<file path="src/b3c_pkg.sv">
package b3c_pkg;
	// register indices; byte address is four times the index
	localparam logic [15:0] IDX_HW_CONTROL = 16'h4061;
	localparam logic [15:0] IDX_ON_CONFIG = 16'h4062;
	localparam logic [15:0] IDX_SLEEP_CONTROL = 16'h4063;
	localparam logic [15:0] IDX_STATUS = 16'h40F0;
	localparam int ADDR_W = 20;
	localparam int DATA_W = 32;
	// field positions
	localparam int SLOT_LSB = 13;
	localparam int MODE_LSB = 8;
	localparam int VSEL_LSB = 0;
	localparam int HW_VCHOICE_BIT = 10;
	localparam int FOLLOWER_BIT = 13;
	// reset values
	localparam logic [2:0] START_SLOT_RST = 3'h0;
	localparam logic [1:0] ACTIVE_MODE_RST = 2'h1;
	localparam logic [6:0] ACTIVE_VCODE_RST = 7'h00;
	localparam logic [2:0] SLEEP_SLOT_RST = 3'h0;
	localparam logic [1:0] SLEEP_MODE_RST = 2'h3;
	localparam logic [6:0] SLEEP_VCODE_RST = 7'h00;
	// start slot codes
	localparam logic [2:0] START_NEVER = 3'h0;
	localparam logic [2:0] START_HW1 = 3'h6;
	localparam logic [2:0] START_HW2 = 3'h7;
	// sleep slot codes
	localparam logic [2:0] SLEEP_XN_SLOT5 = 3'h0;
	localparam logic [2:0] SLEEP_XN_SLOT3 = 3'h6;
	localparam logic [2:0] SLEEP_XN_SLOT1 = 3'h7;
	localparam logic [2:0] SLOT_SIX = 3'h6;
	localparam logic [2:0] SLOT_FIVE = 3'h5;
	localparam logic [2:0] SLOT_THREE = 3'h3;
	localparam logic [2:0] SLOT_ONE = 3'h1;
	// voltage coding: 0.85V plus 25mV per code, codes from 66h read as 3.4V
	localparam int VBASE_MV = 850;
	localparam int VSTEP_MV = 25;
	localparam logic [6:0] VCODE_SAT = 7'h66;
	localparam logic [1:0] RESP_OKAY = 2'h0;
	localparam logic [1:0] RESP_SLVERR = 2'h2;

	typedef enum logic [1:0]
	{
		OPM_FORCED_CCM,
		OPM_AUTO,
		OPM_LDO,
		OPM_HYSTERETIC
	} b3c_opmode_t;

	typedef struct packed
	{
		logic enable;
		logic [1:0] op_mode;
		logic [6:0] voltage_code;
	} b3c_conv_t;

	typedef struct packed
	{
		logic [2:0] start_slot;
		logic [1:0] active_op_mode;
		logic [4:0] active_vcode_hi;
		logic [2:0] sleep_slot;
		logic [1:0] sleep_op_mode;
		logic [6:0] sleep_vcode;
		logic follower_select;
	} b3c_nvm_t;
endpackage : b3c_pkg

</file>
<file path="src/b3c_regs.sv">
// Operation
// - start slot in bits 15:13 resets to 000 (never on), 001-101 turn on in slots 1-5, 110/111 hand control to hardware enable 1/2.
// - active mode in bits 9:8 resets to 01 auto; 00 forced continuous, 10 linear, 11 hysteretic.
// - the 7-bit active voltage code sits in bits 6:2 and 1:0, 0.85V plus 25mV a code, saturating at 3.4V from 66h.
// - only bits 6:2 of the active code come from non-volatile load; bits 1:0 reset to 00, are cleared to 00 by a load and are set only by register write.
// - sleep slot in bits 15:13 resets to 000 (sleep transition in slot 5), 001-101 turn off in slots 5 down to 1, 110 slot 3, 111 slot 1.
// - under hardware enable, sleep codes 001-101 pick the slot where the converter enters sleep instead of turning off.
// - sleep mode in bits 9:8 resets to 11 hysteretic, same coding as the active mode.
// - sleep voltage code in bits 6:0 resets to 0 and uses the same coding as the active code.
// - with the follower select set, the fourth converter takes the same slot, mode and voltage as this one.
// - under hardware control, bit 10 picks the active code when clear and the sleep code when set.
`timescale 1ns/10ps
module b3c_regs
(
	input wire logic aclk,
	input wire logic aresetn,
	input wire logic [b3c_pkg::ADDR_W-1:0] s_axi_awaddr,
	input wire logic s_axi_awvalid,
	output logic s_axi_awready,
	input wire logic [b3c_pkg::DATA_W-1:0] s_axi_wdata,
	input wire logic [3:0] s_axi_wstrb,
	input wire logic s_axi_wvalid,
	output logic s_axi_wready,
	output logic [1:0] s_axi_bresp,
	output logic s_axi_bvalid,
	input wire logic s_axi_bready,
	input wire logic [b3c_pkg::ADDR_W-1:0] s_axi_araddr,
	input wire logic s_axi_arvalid,
	output logic s_axi_arready,
	output logic [b3c_pkg::DATA_W-1:0] s_axi_rdata,
	output logic [1:0] s_axi_rresp,
	output logic s_axi_rvalid,
	input wire logic s_axi_rready,
	input wire logic nvm_load,
	input wire b3c_pkg::b3c_nvm_t nvm_data,
	input wire logic seq_slot_pulse,
	input wire logic [2:0] seq_slot,
	input wire logic seq_sleep_dir,
	input wire logic hw_enable1_pin,
	input wire logic hw_enable2_pin,
	output b3c_pkg::b3c_conv_t buck3_out,
	output b3c_pkg::b3c_conv_t buck4_out
);
	import b3c_pkg::*;
	typedef enum logic [1:0] {ST_OFF, ST_ON, ST_SLEEP} b3c_state_t;
	localparam logic [2:0] SEL_NONE = 3'h0;
	logic [2:0] start_slot_q, sleep_slot_q;
	logic [1:0] active_mode_q, sleep_mode_q;
	logic [6:0] active_vcode_q, sleep_vcode_q;
	logic follower_q, hw_vchoice_q;
	logic awready_q, wready_q, bvalid_q, arready_q, rvalid_q;
	logic [1:0] bresp_q, rresp_q;
	logic [DATA_W-1:0] rdata_q, wdata_q;
	logic [ADDR_W-1:0] awaddr_q;
	logic [3:0] wstrb_q;
	logic [2:0] hw1_sync_q, hw2_sync_q;
	logic hw1_q, hw2_q;
	b3c_state_t state_q;
	b3c_conv_t buck3_q, buck4_q;
	logic wr_fire, hw_ctrl, hw_level, sleep_turns_off;
	logic [2:0] wsel, sleep_at;
	b3c_conv_t conv_d;

	// binary-coded register select, shared by read and write paths
	function automatic logic [2:0] reg_sel(input logic [ADDR_W-1:0] a);
		logic [2:0] s;
		s = 3'h0;
		if (a[1:0] == 2'h0)
		begin
			if (a[ADDR_W-1:2] == (ADDR_W-2)'(IDX_HW_CONTROL)) s = 3'h1;
			if (a[ADDR_W-1:2] == (ADDR_W-2)'(IDX_ON_CONFIG)) s = 3'h2;
			if (a[ADDR_W-1:2] == (ADDR_W-2)'(IDX_SLEEP_CONTROL)) s = 3'h3;
			if (a[ADDR_W-1:2] == (ADDR_W-2)'(IDX_STATUS)) s = 3'h4;
		end
		return s;
	endfunction : reg_sel
	assign s_axi_awready = awready_q;
	assign s_axi_wready = wready_q;
	assign s_axi_bvalid = bvalid_q;
	assign s_axi_bresp = bresp_q;
	assign s_axi_arready = arready_q;
	assign s_axi_rvalid = rvalid_q;
	assign s_axi_rresp = rresp_q;
	assign s_axi_rdata = rdata_q;
	assign buck3_out = buck3_q;
	assign buck4_out = buck4_q;
	// write channel: address and data accepted in either order
	always_ff @(posedge aclk)
	begin
		if (!aresetn)
		begin
			awready_q <= 1'b1;
			wready_q <= 1'b1;
			bvalid_q <= 1'b0;
			bresp_q <= RESP_OKAY;
			awaddr_q <= '0;
			wdata_q <= '0;
			wstrb_q <= 4'h0;
		end
		else
		begin
			if (s_axi_awvalid && awready_q)
			begin
				awaddr_q <= s_axi_awaddr;
				awready_q <= 1'b0;
			end
			if (s_axi_wvalid && wready_q)
			begin
				wdata_q <= s_axi_wdata;
				wstrb_q <= s_axi_wstrb;
				wready_q <= 1'b0;
			end
			if (wr_fire)
			begin
				bvalid_q <= 1'b1;
				bresp_q <= (wsel == SEL_NONE || wsel == 3'h4) ? RESP_SLVERR : RESP_OKAY;
			end
			if (bvalid_q && s_axi_bready)
			begin
				bvalid_q <= 1'b0;
				awready_q <= 1'b1;
				wready_q <= 1'b1;
			end
		end
	end
	assign wr_fire = !awready_q && !wready_q && !bvalid_q;
	assign wsel = reg_sel(awaddr_q);
	// configuration fields; a bus write in the same cycle as a load wins
	always_ff @(posedge aclk)
	begin
		if (!aresetn)
		begin
			start_slot_q <= START_SLOT_RST;
			active_mode_q <= ACTIVE_MODE_RST;
			active_vcode_q <= ACTIVE_VCODE_RST;
			sleep_slot_q <= SLEEP_SLOT_RST;
			sleep_mode_q <= SLEEP_MODE_RST;
			sleep_vcode_q <= SLEEP_VCODE_RST;
			follower_q <= 1'b0;
			hw_vchoice_q <= 1'b0;
		end
		else if (wr_fire && wsel != SEL_NONE)
		begin
			if (wsel == 3'h1 && wstrb_q[1])
				hw_vchoice_q <= wdata_q[HW_VCHOICE_BIT];
			if (wsel == 3'h2)
			begin
				if (wstrb_q[1])
				begin
					start_slot_q <= wdata_q[SLOT_LSB +: 3];
					active_mode_q <= wdata_q[MODE_LSB +: 2];
				end
				if (wstrb_q[0])
					active_vcode_q <= wdata_q[VSEL_LSB +: 7];
			end
			if (wsel == 3'h3)
			begin
				if (wstrb_q[1])
				begin
					sleep_slot_q <= wdata_q[SLOT_LSB +: 3];
					sleep_mode_q <= wdata_q[MODE_LSB +: 2];
				end
				if (wstrb_q[0])
					sleep_vcode_q <= wdata_q[VSEL_LSB +: 7];
			end
		end
		else if (nvm_load)
		begin
			start_slot_q <= nvm_data.start_slot;
			active_mode_q <= nvm_data.active_op_mode;
			// low two bits are not held in non-volatile memory
			active_vcode_q <= {nvm_data.active_vcode_hi, 2'h0};
			sleep_slot_q <= nvm_data.sleep_slot;
			sleep_mode_q <= nvm_data.sleep_op_mode;
			sleep_vcode_q <= nvm_data.sleep_vcode;
			follower_q <= nvm_data.follower_select;
		end
	end
	// read channel: data one cycle after the address is taken
	always_ff @(posedge aclk)
	begin
		if (!aresetn)
		begin
			arready_q <= 1'b1;
			rvalid_q <= 1'b0;
			rresp_q <= RESP_OKAY;
			rdata_q <= '0;
		end
		else if (s_axi_arvalid && arready_q)
		begin
			arready_q <= 1'b0;
			rvalid_q <= 1'b1;
			rresp_q <= RESP_OKAY;
			rdata_q <= '0;
			case (reg_sel(s_axi_araddr))
				3'h1: rdata_q[HW_VCHOICE_BIT] <= hw_vchoice_q;
				3'h2: rdata_q[15:0] <= {start_slot_q, 3'h0, active_mode_q, 1'b0, active_vcode_q};
				3'h3: rdata_q[15:0] <= {sleep_slot_q, 3'h0, sleep_mode_q, 1'b0, sleep_vcode_q};
				3'h4: rdata_q[15:0] <= {2'h0, follower_q, 1'b0, 2'(state_q), hw2_q, hw1_q, 8'(buck3_q)};
				default: rresp_q <= RESP_SLVERR;
			endcase
		end
		else if (rvalid_q && s_axi_rready)
		begin
			rvalid_q <= 1'b0;
			arready_q <= 1'b1;
		end
	end
	// enable pins: three flops, level accepted when the last two agree
	always_ff @(posedge aclk)
	begin
		if (!aresetn)
		begin
			hw1_sync_q <= 3'h0;
			hw2_sync_q <= 3'h0;
			hw1_q <= 1'b0;
			hw2_q <= 1'b0;
		end
		else
		begin
			hw1_sync_q <= {hw1_sync_q[1:0], hw_enable1_pin};
			hw2_sync_q <= {hw2_sync_q[1:0], hw_enable2_pin};
			if (hw1_sync_q[1] == hw1_sync_q[2])
				hw1_q <= hw1_sync_q[2];
			if (hw2_sync_q[1] == hw2_sync_q[2])
				hw2_q <= hw2_sync_q[2];
		end
	end
	assign hw_ctrl = (start_slot_q == START_HW1) || (start_slot_q == START_HW2);
	assign hw_level = (start_slot_q == START_HW1) ? hw1_q : hw2_q;
	// codes 001..101 count down from slot 5 to slot 1
	assign sleep_turns_off = (sleep_slot_q != SLEEP_XN_SLOT5) && (sleep_slot_q < SLOT_SIX);
	always_comb
	begin
		case (sleep_slot_q)
			SLEEP_XN_SLOT5: sleep_at = SLOT_FIVE;
			SLEEP_XN_SLOT3: sleep_at = SLOT_THREE;
			SLEEP_XN_SLOT1: sleep_at = SLOT_ONE;
			default: sleep_at = 3'(SLOT_SIX - sleep_slot_q);
		endcase
	end
	// converter state, advanced by the sequencer's slot strobes, or by the enable pin under hardware control
	always_ff @(posedge aclk)
	begin
		if (!aresetn)
			state_q <= ST_OFF;
		else if (hw_ctrl)
		begin
			// pin decides on or off; sleep slot only moves it into sleep
			if (!hw_level)
				state_q <= ST_OFF;
			else if (seq_slot_pulse && seq_sleep_dir && seq_slot == sleep_at)
				state_q <= ST_SLEEP;
			else if (seq_slot_pulse && !seq_sleep_dir)
				state_q <= ST_ON;
			else if (state_q == ST_OFF)
				state_q <= ST_ON;
		end
		else if (seq_slot_pulse)
		begin
			if (!seq_sleep_dir && start_slot_q != START_NEVER && seq_slot == start_slot_q)
				state_q <= ST_ON;
			else if (seq_sleep_dir && state_q == ST_ON && seq_slot == sleep_at)
				state_q <= sleep_turns_off ? ST_OFF : ST_SLEEP;
		end
		else if (start_slot_q == START_NEVER)
			state_q <= ST_OFF;
	end
	always_comb
	begin
		conv_d.enable = (state_q != ST_OFF);
		conv_d.op_mode = active_mode_q;
		conv_d.voltage_code = active_vcode_q;
		if (state_q == ST_SLEEP)
		begin
			conv_d.op_mode = sleep_mode_q;
			conv_d.voltage_code = sleep_vcode_q;
		end
		else if (hw_ctrl && hw_vchoice_q)
			conv_d.voltage_code = sleep_vcode_q;
	end
	// outputs registered; follower mirrors this converter or stays off
	always_ff @(posedge aclk)
	begin
		if (!aresetn)
		begin
			buck3_q <= '0;
			buck4_q <= '0;
		end
		else
		begin
			buck3_q <= conv_d;
			buck4_q <= follower_q ? conv_d : '0;
		end
	end
endmodule : b3c_regs

</file>
<file path="config.mk">
export PLATFORM = sky130hd
export DESIGN_NAME = b3c_regs
export DESIGN_NICKNAME = d
export VERILOG_FILES = /design/src/b3c_pkg.sv /design/src/b3c_regs.sv
export SDC_FILE = /design/constraint.sdc
export NUM_CORES = 1
export LEC_CHECK = 0
export BUFFER_PORTS_ARGS = -buffer_cell sky130_fd_sc_hd__clkbuf_2
export CORE_MARGIN = 2
export CORE_UTILIZATION = 25
export CTS_BUF_LIST = sky130_fd_sc_hd__clkbuf_8
export CTS_CLUSTER_DIAMETER = 100
export DETAILED_ROUTE_END_ITERATION = 7
export PLACE_DENSITY = 0.55
export SLEW_MARGIN = 15
export SYNTH_ARGS = -nofsm -noshare
export SYNTH_HDL_FRONTEND = slang
export SYNTH_SLANG_ARGS = --single-unit
</file>
<file path="constraint.sdc">
create_clock -name aclk -period 2.6 [get_ports aclk]
set_input_delay 0.39 -clock aclk [delete_from_list [all_inputs] [get_ports aclk]]
set_output_delay 0.39 -clock aclk [all_outputs]
set_load 0.05 [all_outputs]
</file>
; ---- Word level (Yosys, flattened, before mapping)
; Index checks and enable logic that the tools add are counted.
[classes]
shift = 0
reduce_logical = 47
n_mul = 0
n_mux = 57
div_mod_pow = 0
eq_ne = 32
n_bitwise = 2
addsub = 1
magnitude_cmp = 1
[op_table]
columns = cell, count
row1 = $eq 18x15->1 const B, 8
row2 = $mux 7, 9
row3 = $mux 3, 17
row4 = $mux 2, 20
row5 = $pmux 10 s3, 1
row6 = $eq 3x3->1 const B, 6
row7 = $logic_and 1x1->1, 18
row8 = $pmux 5 s3, 1
row9 = $reduce_and 3->1, 5
row10 = $eq 3x2->1 const B, 4
row11 = $reduce_bool 3->1, 4
row12 = $logic_not 3->1, 3
row13 = $pmux 3 s3, 1
row14 = $mux 1, 7
row15 = $eq 3x1->1 const B, 2
row16 = $eq 3x3->1, 2
row17 = $logic_not 2->1, 3
row18 = $reduce_and 2->1, 3
row19 = $reduce_bool 2->1, 3
row20 = $ne 5x2->1 const B, 1
row21 = $logic_not 1->1, 4
row22 = $ne 2x1->1 const B, 2
row23 = $ne 2x2->1 const B, 2
row24 = $ne 4x1->1 const B, 1
row25 = other kinds (10), 13
[word_totals]
mem_bits_rw = 0
elab_cells = 170
input_bits = 114
latchBits = 0
n_memories = 0
rom_bits = 0
reg_bits = 119

; ---- Longest topological paths before layout
; Gate-level depths: netlist of run 1.
[depth]
ltp_word = 11
ltp_mapped = 8
depth_no_buf = 8

; ---- Least setup slack after synthesis of run 1
; OpenSTA, ideal clock, no wires.
[synth_timing]
kind = reg2reg
start = reg bvalid_q, in the netlist s_axi_bvalid
end = reg active_vcode_q[2]
slack_ns = 0.476
t_required_ns = 2.514
synth_period_minus_slack_ns = 2.124
path_buffers = 2
arrival_time_ns = 2.038
path_stages_with_launch = 8
setup_ns = 0.086
path_cell_list = dfxtp_1 -> or3_4 -> nor4b_2 -> o21bai_1 -> buf_6 -> buf_2 -> mux2i_1 -> a211oi_1
[synth_between]
elab_chain_len = 5
[synth_rtl]
columns = item, line
row1 = from (decl), b3c_regs.sv:51  ; logic awready_q, wready_q, bvalid_q, arready_q, rvalid_q;
row2 = from (signal assigned), b3c_regs.sv:94  ; bvalid_q <= 1'b0;
row3 = from (signal assigned), b3c_regs.sv:115  ; bvalid_q <= 1'b1;
row4 = from (signal assigned), b3c_regs.sv:120  ; bvalid_q <= 1'b0;
row5 = $logic_not 1->1 *, b3c_regs.sv:126  ; assign wr_fire = !awready_q && !wready_q && !bvalid_q;
row6 = $logic_and 1x1->1 *, b3c_regs.sv:126
row7 = $logic_and 1x1->1 *, b3c_regs.sv:142  ; else if (wr_fire && wsel != SEL_NONE)
row8 = "$ne 2x2->1 (no source line), or another cell as far along", --
row9 = $reduce_and 3->1 (no source line), --
row10 = to (signal assigned), b3c_regs.sv:154  ; active_vcode_q <= wdata_q[VSEL_LSB +: 7];
row11 = to (signal assigned), b3c_regs.sv:172  ; active_vcode_q <= {nvm_data.active_vcode_hi, 2'h0};
row12 = to (decl), b3c_regs.sv:49  ; logic [6:0] active_vcode_q, sleep_vcode_q;
; Every way passes the cells marked *; elsewhere a longest branch is shown, timed or not.
; A chain may end at the register's enable or synchronous reset.

; ---- Worst setup path in the final report of run 1
[layout_timing]
start = reg awaddr_q[11]
end = reg sleep_vcode_q[1]
[layout_between]
elab_chain_len = 10
[layout_rtl]
columns = item, line
row1 = from (decl), b3c_regs.sv:54  ; logic [ADDR_W-1:0] awaddr_q;
row2 = from (signal assigned), b3c_regs.sv:104  ; awaddr_q <= s_axi_awaddr;
row3 = $eq 18x15->1, b3c_regs.sv:70  ; if (a[ADDR_W-1:2] == (ADDR_W-2)'(IDX_HW_CONTROL)) s = 3'h1;
row4 = $mux 1, b3c_regs.sv:70
row5 = $mux 3, b3c_regs.sv:71  ; if (a[ADDR_W-1:2] == (ADDR_W-2)'(IDX_ON_CONFIG)) s = 3'h2;
row6 = $mux 3, b3c_regs.sv:72  ; if (a[ADDR_W-1:2] == (ADDR_W-2)'(IDX_SLEEP_CONTROL)) s = 3'h3;
row7 = $mux 3 *, b3c_regs.sv:73  ; if (a[ADDR_W-1:2] == (ADDR_W-2)'(IDX_STATUS)) s = 3'h4;
row8 = $mux 3 *, b3c_regs.sv:68  ; if (a[1:0] == 2'h0)
row9 = $reduce_bool 3->1, b3c_regs.sv:142
row10 = $logic_and 1x1->1, b3c_regs.sv:142
row11 = "$ne 2x2->1 (no source line), or another cell as far along", --
row12 = $reduce_and 3->1 (no source line), --
row13 = to (signal assigned), b3c_regs.sv:164  ; sleep_vcode_q <= wdata_q[VSEL_LSB +: 7];
row14 = to (signal assigned), b3c_regs.sv:175  ; sleep_vcode_q <= nvm_data.sleep_vcode;
row15 = to (decl), b3c_regs.sv:49
; Marks and branches as above.

==> flow_summary.json, run 1 <==
{
  "hp-class": "input port to flip-flop",
  "htree_levels": 4,
  "irDropWorstVdd_mv": 0.447,
  "max-slew-margin-rel": 0.533,
  "synth_common_cells": "dfxtp_1 (113), nand2_1 (98), a21oi_1 (50), nor2_1 (49), mux2i_1 (44)",
  "synth-seq-cells": 113,
  "io_buffers": 134,
  "grt_util_all_layers": 0.129,
  "postCtsResizedCells": 0,
  "num_vias": 4260,
  "n_antenna_cell": 0,
  "die_width_um": 146,
  "outcome": "completed",
  "layout.nets": 812,
  "slew_violations": 0,
  "first_pass_iters": 4,
  "finalSetupTns_ns": 0,
  "antenna_found_initial": 1,
  "synth_top_area_frac": 0.452,
  "synth_area_leaders": "dfxtp_1 (45%), mux2i_1 (8.8%), nand2_1 (7.3%), a21oi_1 (5.0%), a211oi_1 (4.6%)",
  "p_leak_nw": 2.78,
  "whs_ns": 0.158,
  "post-route-min-period_ns": 2.39,
  "worst_ep_arrival_time_ns": 2.69,
  "path_clk_slew_ns": 0.08,
  "end_kind": "flip-flop",
  "slowest_stage": "a22o_1",
  "finalPower_w": 0.00416,
  "dpl.hpwl_um": 9630,
  "rows": 51,
  "synth-edff-count": 0,
  "syn2layout_area_growth_pct": 24.7,
  "dieArea_um2": 21200,
  "synth_seq_area_share": 0.452,
  "post-route-util": 0.319,
  "power_density_nw_per_um2": 666,
  "worst_pin_slew_ns": 0.701,
  "grt_pass1_wl_um": 21700,
  "die_y_um": 146,
  "clk_latency_ns": 0.45,
  "setup_violations": 0,
  "async_reset_ff_frac": 0,
  "cp_max_fo": 18,
  "ys.warnings.count": 0,
  "grt_overflow_total": 0,
  "fin_ws_ns": 0.209,
  "start_util": 0.256,
  "fin_crit_sh": 0.920,
  "drt-initial-drc-count": 122,
  "ys.flop_type": "dfxtp_1",
  "cts_root_buf": "clkbuf_8",
  "maxCapViolCount": 0,
  "cts.sinks": 113,
  "netlist_area_um2": 5010,
  "rsz0062_at_grt": "false",
  "yosysMostFrequentCell": "dfxtp_1",
  "drt-vias-per-instance": 4.38,
  "drc": 0,
  "drive_above_1_share": 0.263,
  "avgSynthCellArea_um2": 8.80,
  "io_pins": 175,
  "max_freq_mhz": 418,
  "place.gp.congestion": 0.760,
  "worstSetupPathType": "flip-flop to flip-flop",
  "cts_hold_buf": 0,
  "drtAntennaViolNets": 0,
  "cts_tree": "yes",
  "cts_buffer_depth": 2,
  "grt_max_degree": 42,
  "critPathMaxStageDelay_ns": 0.49,
  "ys_types": 53,
  "nFillCells": 2135,
  "post_cts_buffers": 0,
  "first_global_vias": 4296,
  "start_kind": "flip-flop",
  "wl_um": 13100,
  "path_cells": "nor4_1, nand3_1, o21bai_4, a22o_1, nor2_1, a211oi_1",
  "dp_slack_ns": 0.226,
  "core_area_um2": 19600,
  "synthCells": 569,
  "hold_violations": 0,
  "routedWlPerCell_um": 13.5,
  "synth_top_area_cell": "dfxtp_1",
  "cp.required_ns": 2.89,
  "clock_skew_ns": 0.0176,
  "cts-buffers-inserted": 17
}
## layout make-up
class / count / area (µm²) / area share
Sequential cell: 113 / 2260 / 0.362
Clock buffer: 21 / 289 / 0.0463
Tap cell: 265 / 332 / 0.0531
Timing Repair Buffer: 142 / 743 / 0.119
Multi-Input combinational cell: 416 / 2490 / 0.399
Inverter: 5 / 18.8 / 0.00300
Clock inverter: 10 / 110 / 0.0176
## metal layers
metal  wire length, µm  GRT usage
met5                 0          0
met4               224     0.0480
met3               686     0.0389
met2              5920      0.207
met1              6250      0.165
## cells in the final DEF (no fill, tap or decap), types with 8 or more instances in the layout
master,instances
a2bb2oi_1,11
clkbuf_2,134
a211oi_1,31
nor2_1,49
nand3_1,8
clkbuf_8,21
a21oi_1,50
conb_1,19
nand2b_1,8
nor3_1,15
dfxtp_1,113
mux2i_1,44
nand2_1,98
and2_1,19
## stage by stage
| step | instances | area, µm² |
|---|---|---|
| floorplan | 587 | 5070 |
| global placement | 941 | 5850 |
| detailed placement | 941 | 5850 |
| CTS | 972 | 6250 |
| global route | 972 | 6250 |
| finish | 972 | 6250 |
## cell families after synthesis
family,count (synthesis),share of synthesized area
DFF,113,0.452
other,1,0.000749
xor gates and xnor gates,3,0.00525
buffers and inverters,58,0.0665
muxes,49,0.0992
adders and majority gates,3,0.00750
AOI/OAI and AO/OA,117,0.154
and+or+nand+nor,225,0.215
## where the power goes
part	internal, W	switching (W)
clock	0.000940	0.000728
combinational	0.000193	0.000395
sequential	0.00183	0.0000777
## final timing paths
path	startpoint	to	slack, ns	cells past startpoint
worst max-delay path	awaddr_q[11]$_SDFFE_PN0P_	sleep_vcode_q[1]$_SDFFE_PN0P_	0.21	6
worst min-delay path	hw_enable2_pin	hw2_sync_q[0]$_SDFF_PN0_	0.16	2
worst max register to register	awaddr_q[11]$_SDFFE_PN0P_	sleep_vcode_q[1]$_SDFFE_PN0P_	0.21	6
worst min register to register	hw1_sync_q[0]$_SDFF_PN0_	hw1_sync_q[1]$_SDFF_PN0_	0.42	1
## sequential cells by signal, indices dropped and copies added, names as in the netlist, 3 cells and up
signal          cells
awaddr_q           20
s_axi_rdata        15
wdata_q            13
buck3_out          10
buck4_out          10
active_vcode_q      7
sleep_vcode_q       7
hw1_sync_q          3
hw2_sync_q          3
sleep_slot_q        3
start_slot_q        3
## critical path: cells and delay by family, from the launching register on
kind	cells	cell delay, ns
flops	1	0.31
compound gates	3	0.96
simple gates	3	0.98
Power figures use the tool's default switching activity.
==> run 2: changes to the inputs <==
- ABC_AREA: not set -> 1
- BUFFER_PORTS_ARGS: -buffer_cell sky130_fd_sc_hd__clkbuf_2 -> not set
- DONT_BUFFER_PORTS: not set -> 1
- PLACE_DENSITY: 0.55 -> 0.47
- SETUP_SLACK_MARGIN: not set -> 0.4
==> run 2 against run 1 <==
Compared with the run above:
- maximum frequency rose by 17%
- sequential share of layout area is 1.3 points higher
- design area decreased by 3.4%
- highest routed layer unchanged
- non-clock buffer count fell by 126
- sequential power grew 5%
- synthesized cell count increased by 37%
- cell count rose by 11%
- largest cell class unchanged
==> flow_summary.json, run 2 <==
{
  "outcome": "completed",
  "synth-edff-count": 0,
  "finalPower_w": 0.00411,
  "end_kind": "flip-flop",
  "syn2layout_area_growth_pct": 13.8,
  "cts_buffer_depth": 2,
  "path_cells": "nor3_4, nand4_2, buf_4, nand3_1, nand2_1, nor2_1, nor2_1",
  "synth_common_cells": "nand2_1 (191), nor2_1 (155), dfxtp_1 (113), o21ai_0 (63), inv_1 (57)",
  "regArea_um2": 2260,
  "top_register": "awaddr_q",
  "n_antenna_cell": 0,
  "ys.warnings.count": 0,
  "worst_pin_slew_ns": 0.636,
  "max_freq_mhz": 488,
  "post-route-min-period_ns": 2.05,
  "grt_overflow_total": 0,
  "grt_util_all_layers": 0.134,
  "post-route-util": 0.289,
  "synth_seq_area_share": 0.427,
  "drive_above_1_share": 0.0946,
  "post_dp_cell_area_um2": 5530,
  "netlist_area_um2": 5300,
  "die_width_um": 150,
  "routedWlPerCell_um": 14.1,
  "multiInputGateArea_um2": 2690,
  "dp_cells": 1039,
  "core_area_um2": 20900,
  "layout.nets": 907,
  "num_vias": 4698,
  "largest_register_ffs": 20,
  "drtAntennaViolNets": 0,
  "hold_violations": 0,
  "cts-buffers-inserted": 17,
  "start_kind": "flip-flop",
  "rows": 53,
  "start_util": 0.254,
  "slew_violations": 0,
  "cts_tree": "yes",
  "irDropWorstVdd_mv": 0.286,
  "setup_violations": 0,
  "async_reset_ff_frac": 0,
  "crit_path_frequent_cell": "nor2_1",
  "drc": 0,
  "place.gp.congestion": 0.817,
  "htree_levels": 4,
  "rsz0062_at_grt": "false",
  "avgSynthCellArea_um2": 6.78,
  "first_global_vias": 4151,
  "max-slew-margin-rel": 0.575,
  "synth_area_leaders": "dfxtp_1 (43%), nand2_1 (14%), nor2_1 (11%), o21ai_0 (6.0%), nand3_1 (4.3%)",
  "layout_commonest_cell": "nand2_1",
  "path_buf_inv": 1,
  "worstSetupPathType": "flip-flop to flip-flop",
  "final_area_um2": 6030,
  "antenna_found_initial": 0,
  "ys_types": 38,
  "cp_max_fo": 22,
  "synth-seq-cells": 113,
  "grt_pass1_wl_um": 23000,
  "grt_max_degree": 76,
  "critPathTopFamily": "simple AND/OR/NAND/NOR gates",
  "dieArea_um2": 22400,
  "power_density_nw_per_um2": 682,
  "clk_latency_ns": 0.45,
  "critPathMaxStageDelay_ns": 0.53,
  "fin_crit_sh": 0.788,
  "clock_skew_ns": 0.0177,
  "wl_um": 15200,
  "ys.flop_type": "dfxtp_1",
  "final_cells": 1078,
  "synthCells": 781,
  "maxCapViolCount": 0,
  "worst_ep_arrival_time_ns": 2.38,
  "drt-vias-per-instance": 4.36,
  "synth_top_area_cell": "dfxtp_1",
  "die_y_um": 150,
  "slowest_stage": "nor3_4",
  "cp.required_ns": 2.93,
  "io_buffers": 0,
  "cts_root_buf": "clkbuf_8",
  "cts.sinks": 113,
  "synth_top_area_frac": 0.427,
  "dpl.hpwl_um": 11000,
  "first_pass_iters": 5,
  "path_clk_slew_ns": 0.08,
  "drt-initial-drc-count": 265,
  "hp-class": "input port to flip-flop",
  "io_pins": 175,
  "p_leak_nw": 2.70,
  "final_cell_mix": "nand2_1 (191), nor2_1 (153), dfxtp_1 (111)",
  "yosysMostFrequentCell": "nand2_1",
  "finalSetupTns_ns": 0,
  "nFillCells": 2408
}
-- run 2: cell types whose count changed in the layout (fill, tap and decap cells not counted), moves of 31 or more --
| cell | before | now |
|---|---|---|
| mux2i_1 | 44 | 1 |
| nand3_1 | 8 | 46 |
| o21ai_0 | 5 | 62 |
| a211oi_1 | 31 | 0 |
| nand2_1 | 98 | 191 |
| clkbuf_2 | 134 | 0 |
| nor2_1 | 49 | 153 |
| inv_1 | 5 | 59 |
-- run 2: power breakdown --
| part | internal, W | switching [W] | total, W | leakage, nW |
|---|---|---|---|---|
| Clock | 0.000843 | 0.000794 | 0.00164 | 0.198 |
| Combinational | 0.000138 | 0.000341 | 0.000479 | 1.57 |
| Sequential | 0.00184 | 0.000156 | 0.00200 | 0.931 |
-- run 2: per-stage QoR --
stage | worst slack (ns) | hold WS (ns)
2_1_floorplan | 0.738 | 0.390
3_3_place_gp | 0.459 | 0.404
3_5_place_dp | 0.438 | 0.405
4_1_cts | 0.407 | 0.0126
5_1_grt | 0.404 | 0.0238
6_report | 0.550 | 0.0474
-- run 2: logic make-up (layout without fill, tap and decap cells) --
group	Yosys count	in the layout	synth area share
compound gates	107	107	0.105
fa+ha+maj	3	3	0.00708
buf+inv	108	110	0.0935
flops	113	113	0.427
mux	1	1	0.00189
other cells	1	19	0.000708
simple gates	448	450	0.365
-- run 2: timing repair --
action / CTS / global route
endpoints found under the hold margin: 1 / 0
hold buffers: 1 / 0
setup endpoints to repair: 0 / 26
buffers inserted: 0 / 4
resized for setup: 0 / 14
-- run 2: final timing paths --
path	endpoint	slack, ns	startpoint	depth (start not counted)
setup / recovery	sleep_vcode_q[0]$_SDFFE_PN0P_	0.55	s_axi_bvalid$_SDFFE_PP0P_	7
hold reg to reg	hw1_sync_q[1]$_SDFF_PN0_	0.41	hw1_sync_q[0]$_SDFF_PN0_	2
hold / removal	hw1_sync_q[0]$_SDFF_PN0_	0.05	hw_enable1_pin	2
setup reg to reg	sleep_vcode_q[0]$_SDFFE_PN0P_	0.55	s_axi_bvalid$_SDFFE_PP0P_	7
-- run 2: routing by layer --
layer	GRT usage	wire, µm
met5	0	0
met1	0.190	7510
met3	0.0515	1230
met2	0.185	6370
met4	0.0400	125
-- run 2: final cells by class --
cell class              instances  area share
flip-flops and latches        113       0.376
clock inverters                15      0.0243
repair buffers                 16      0.0203
well taps                     275      0.0571
inverters                      62      0.0386
clock buffers                  17      0.0388
multi-input cells             580       0.445
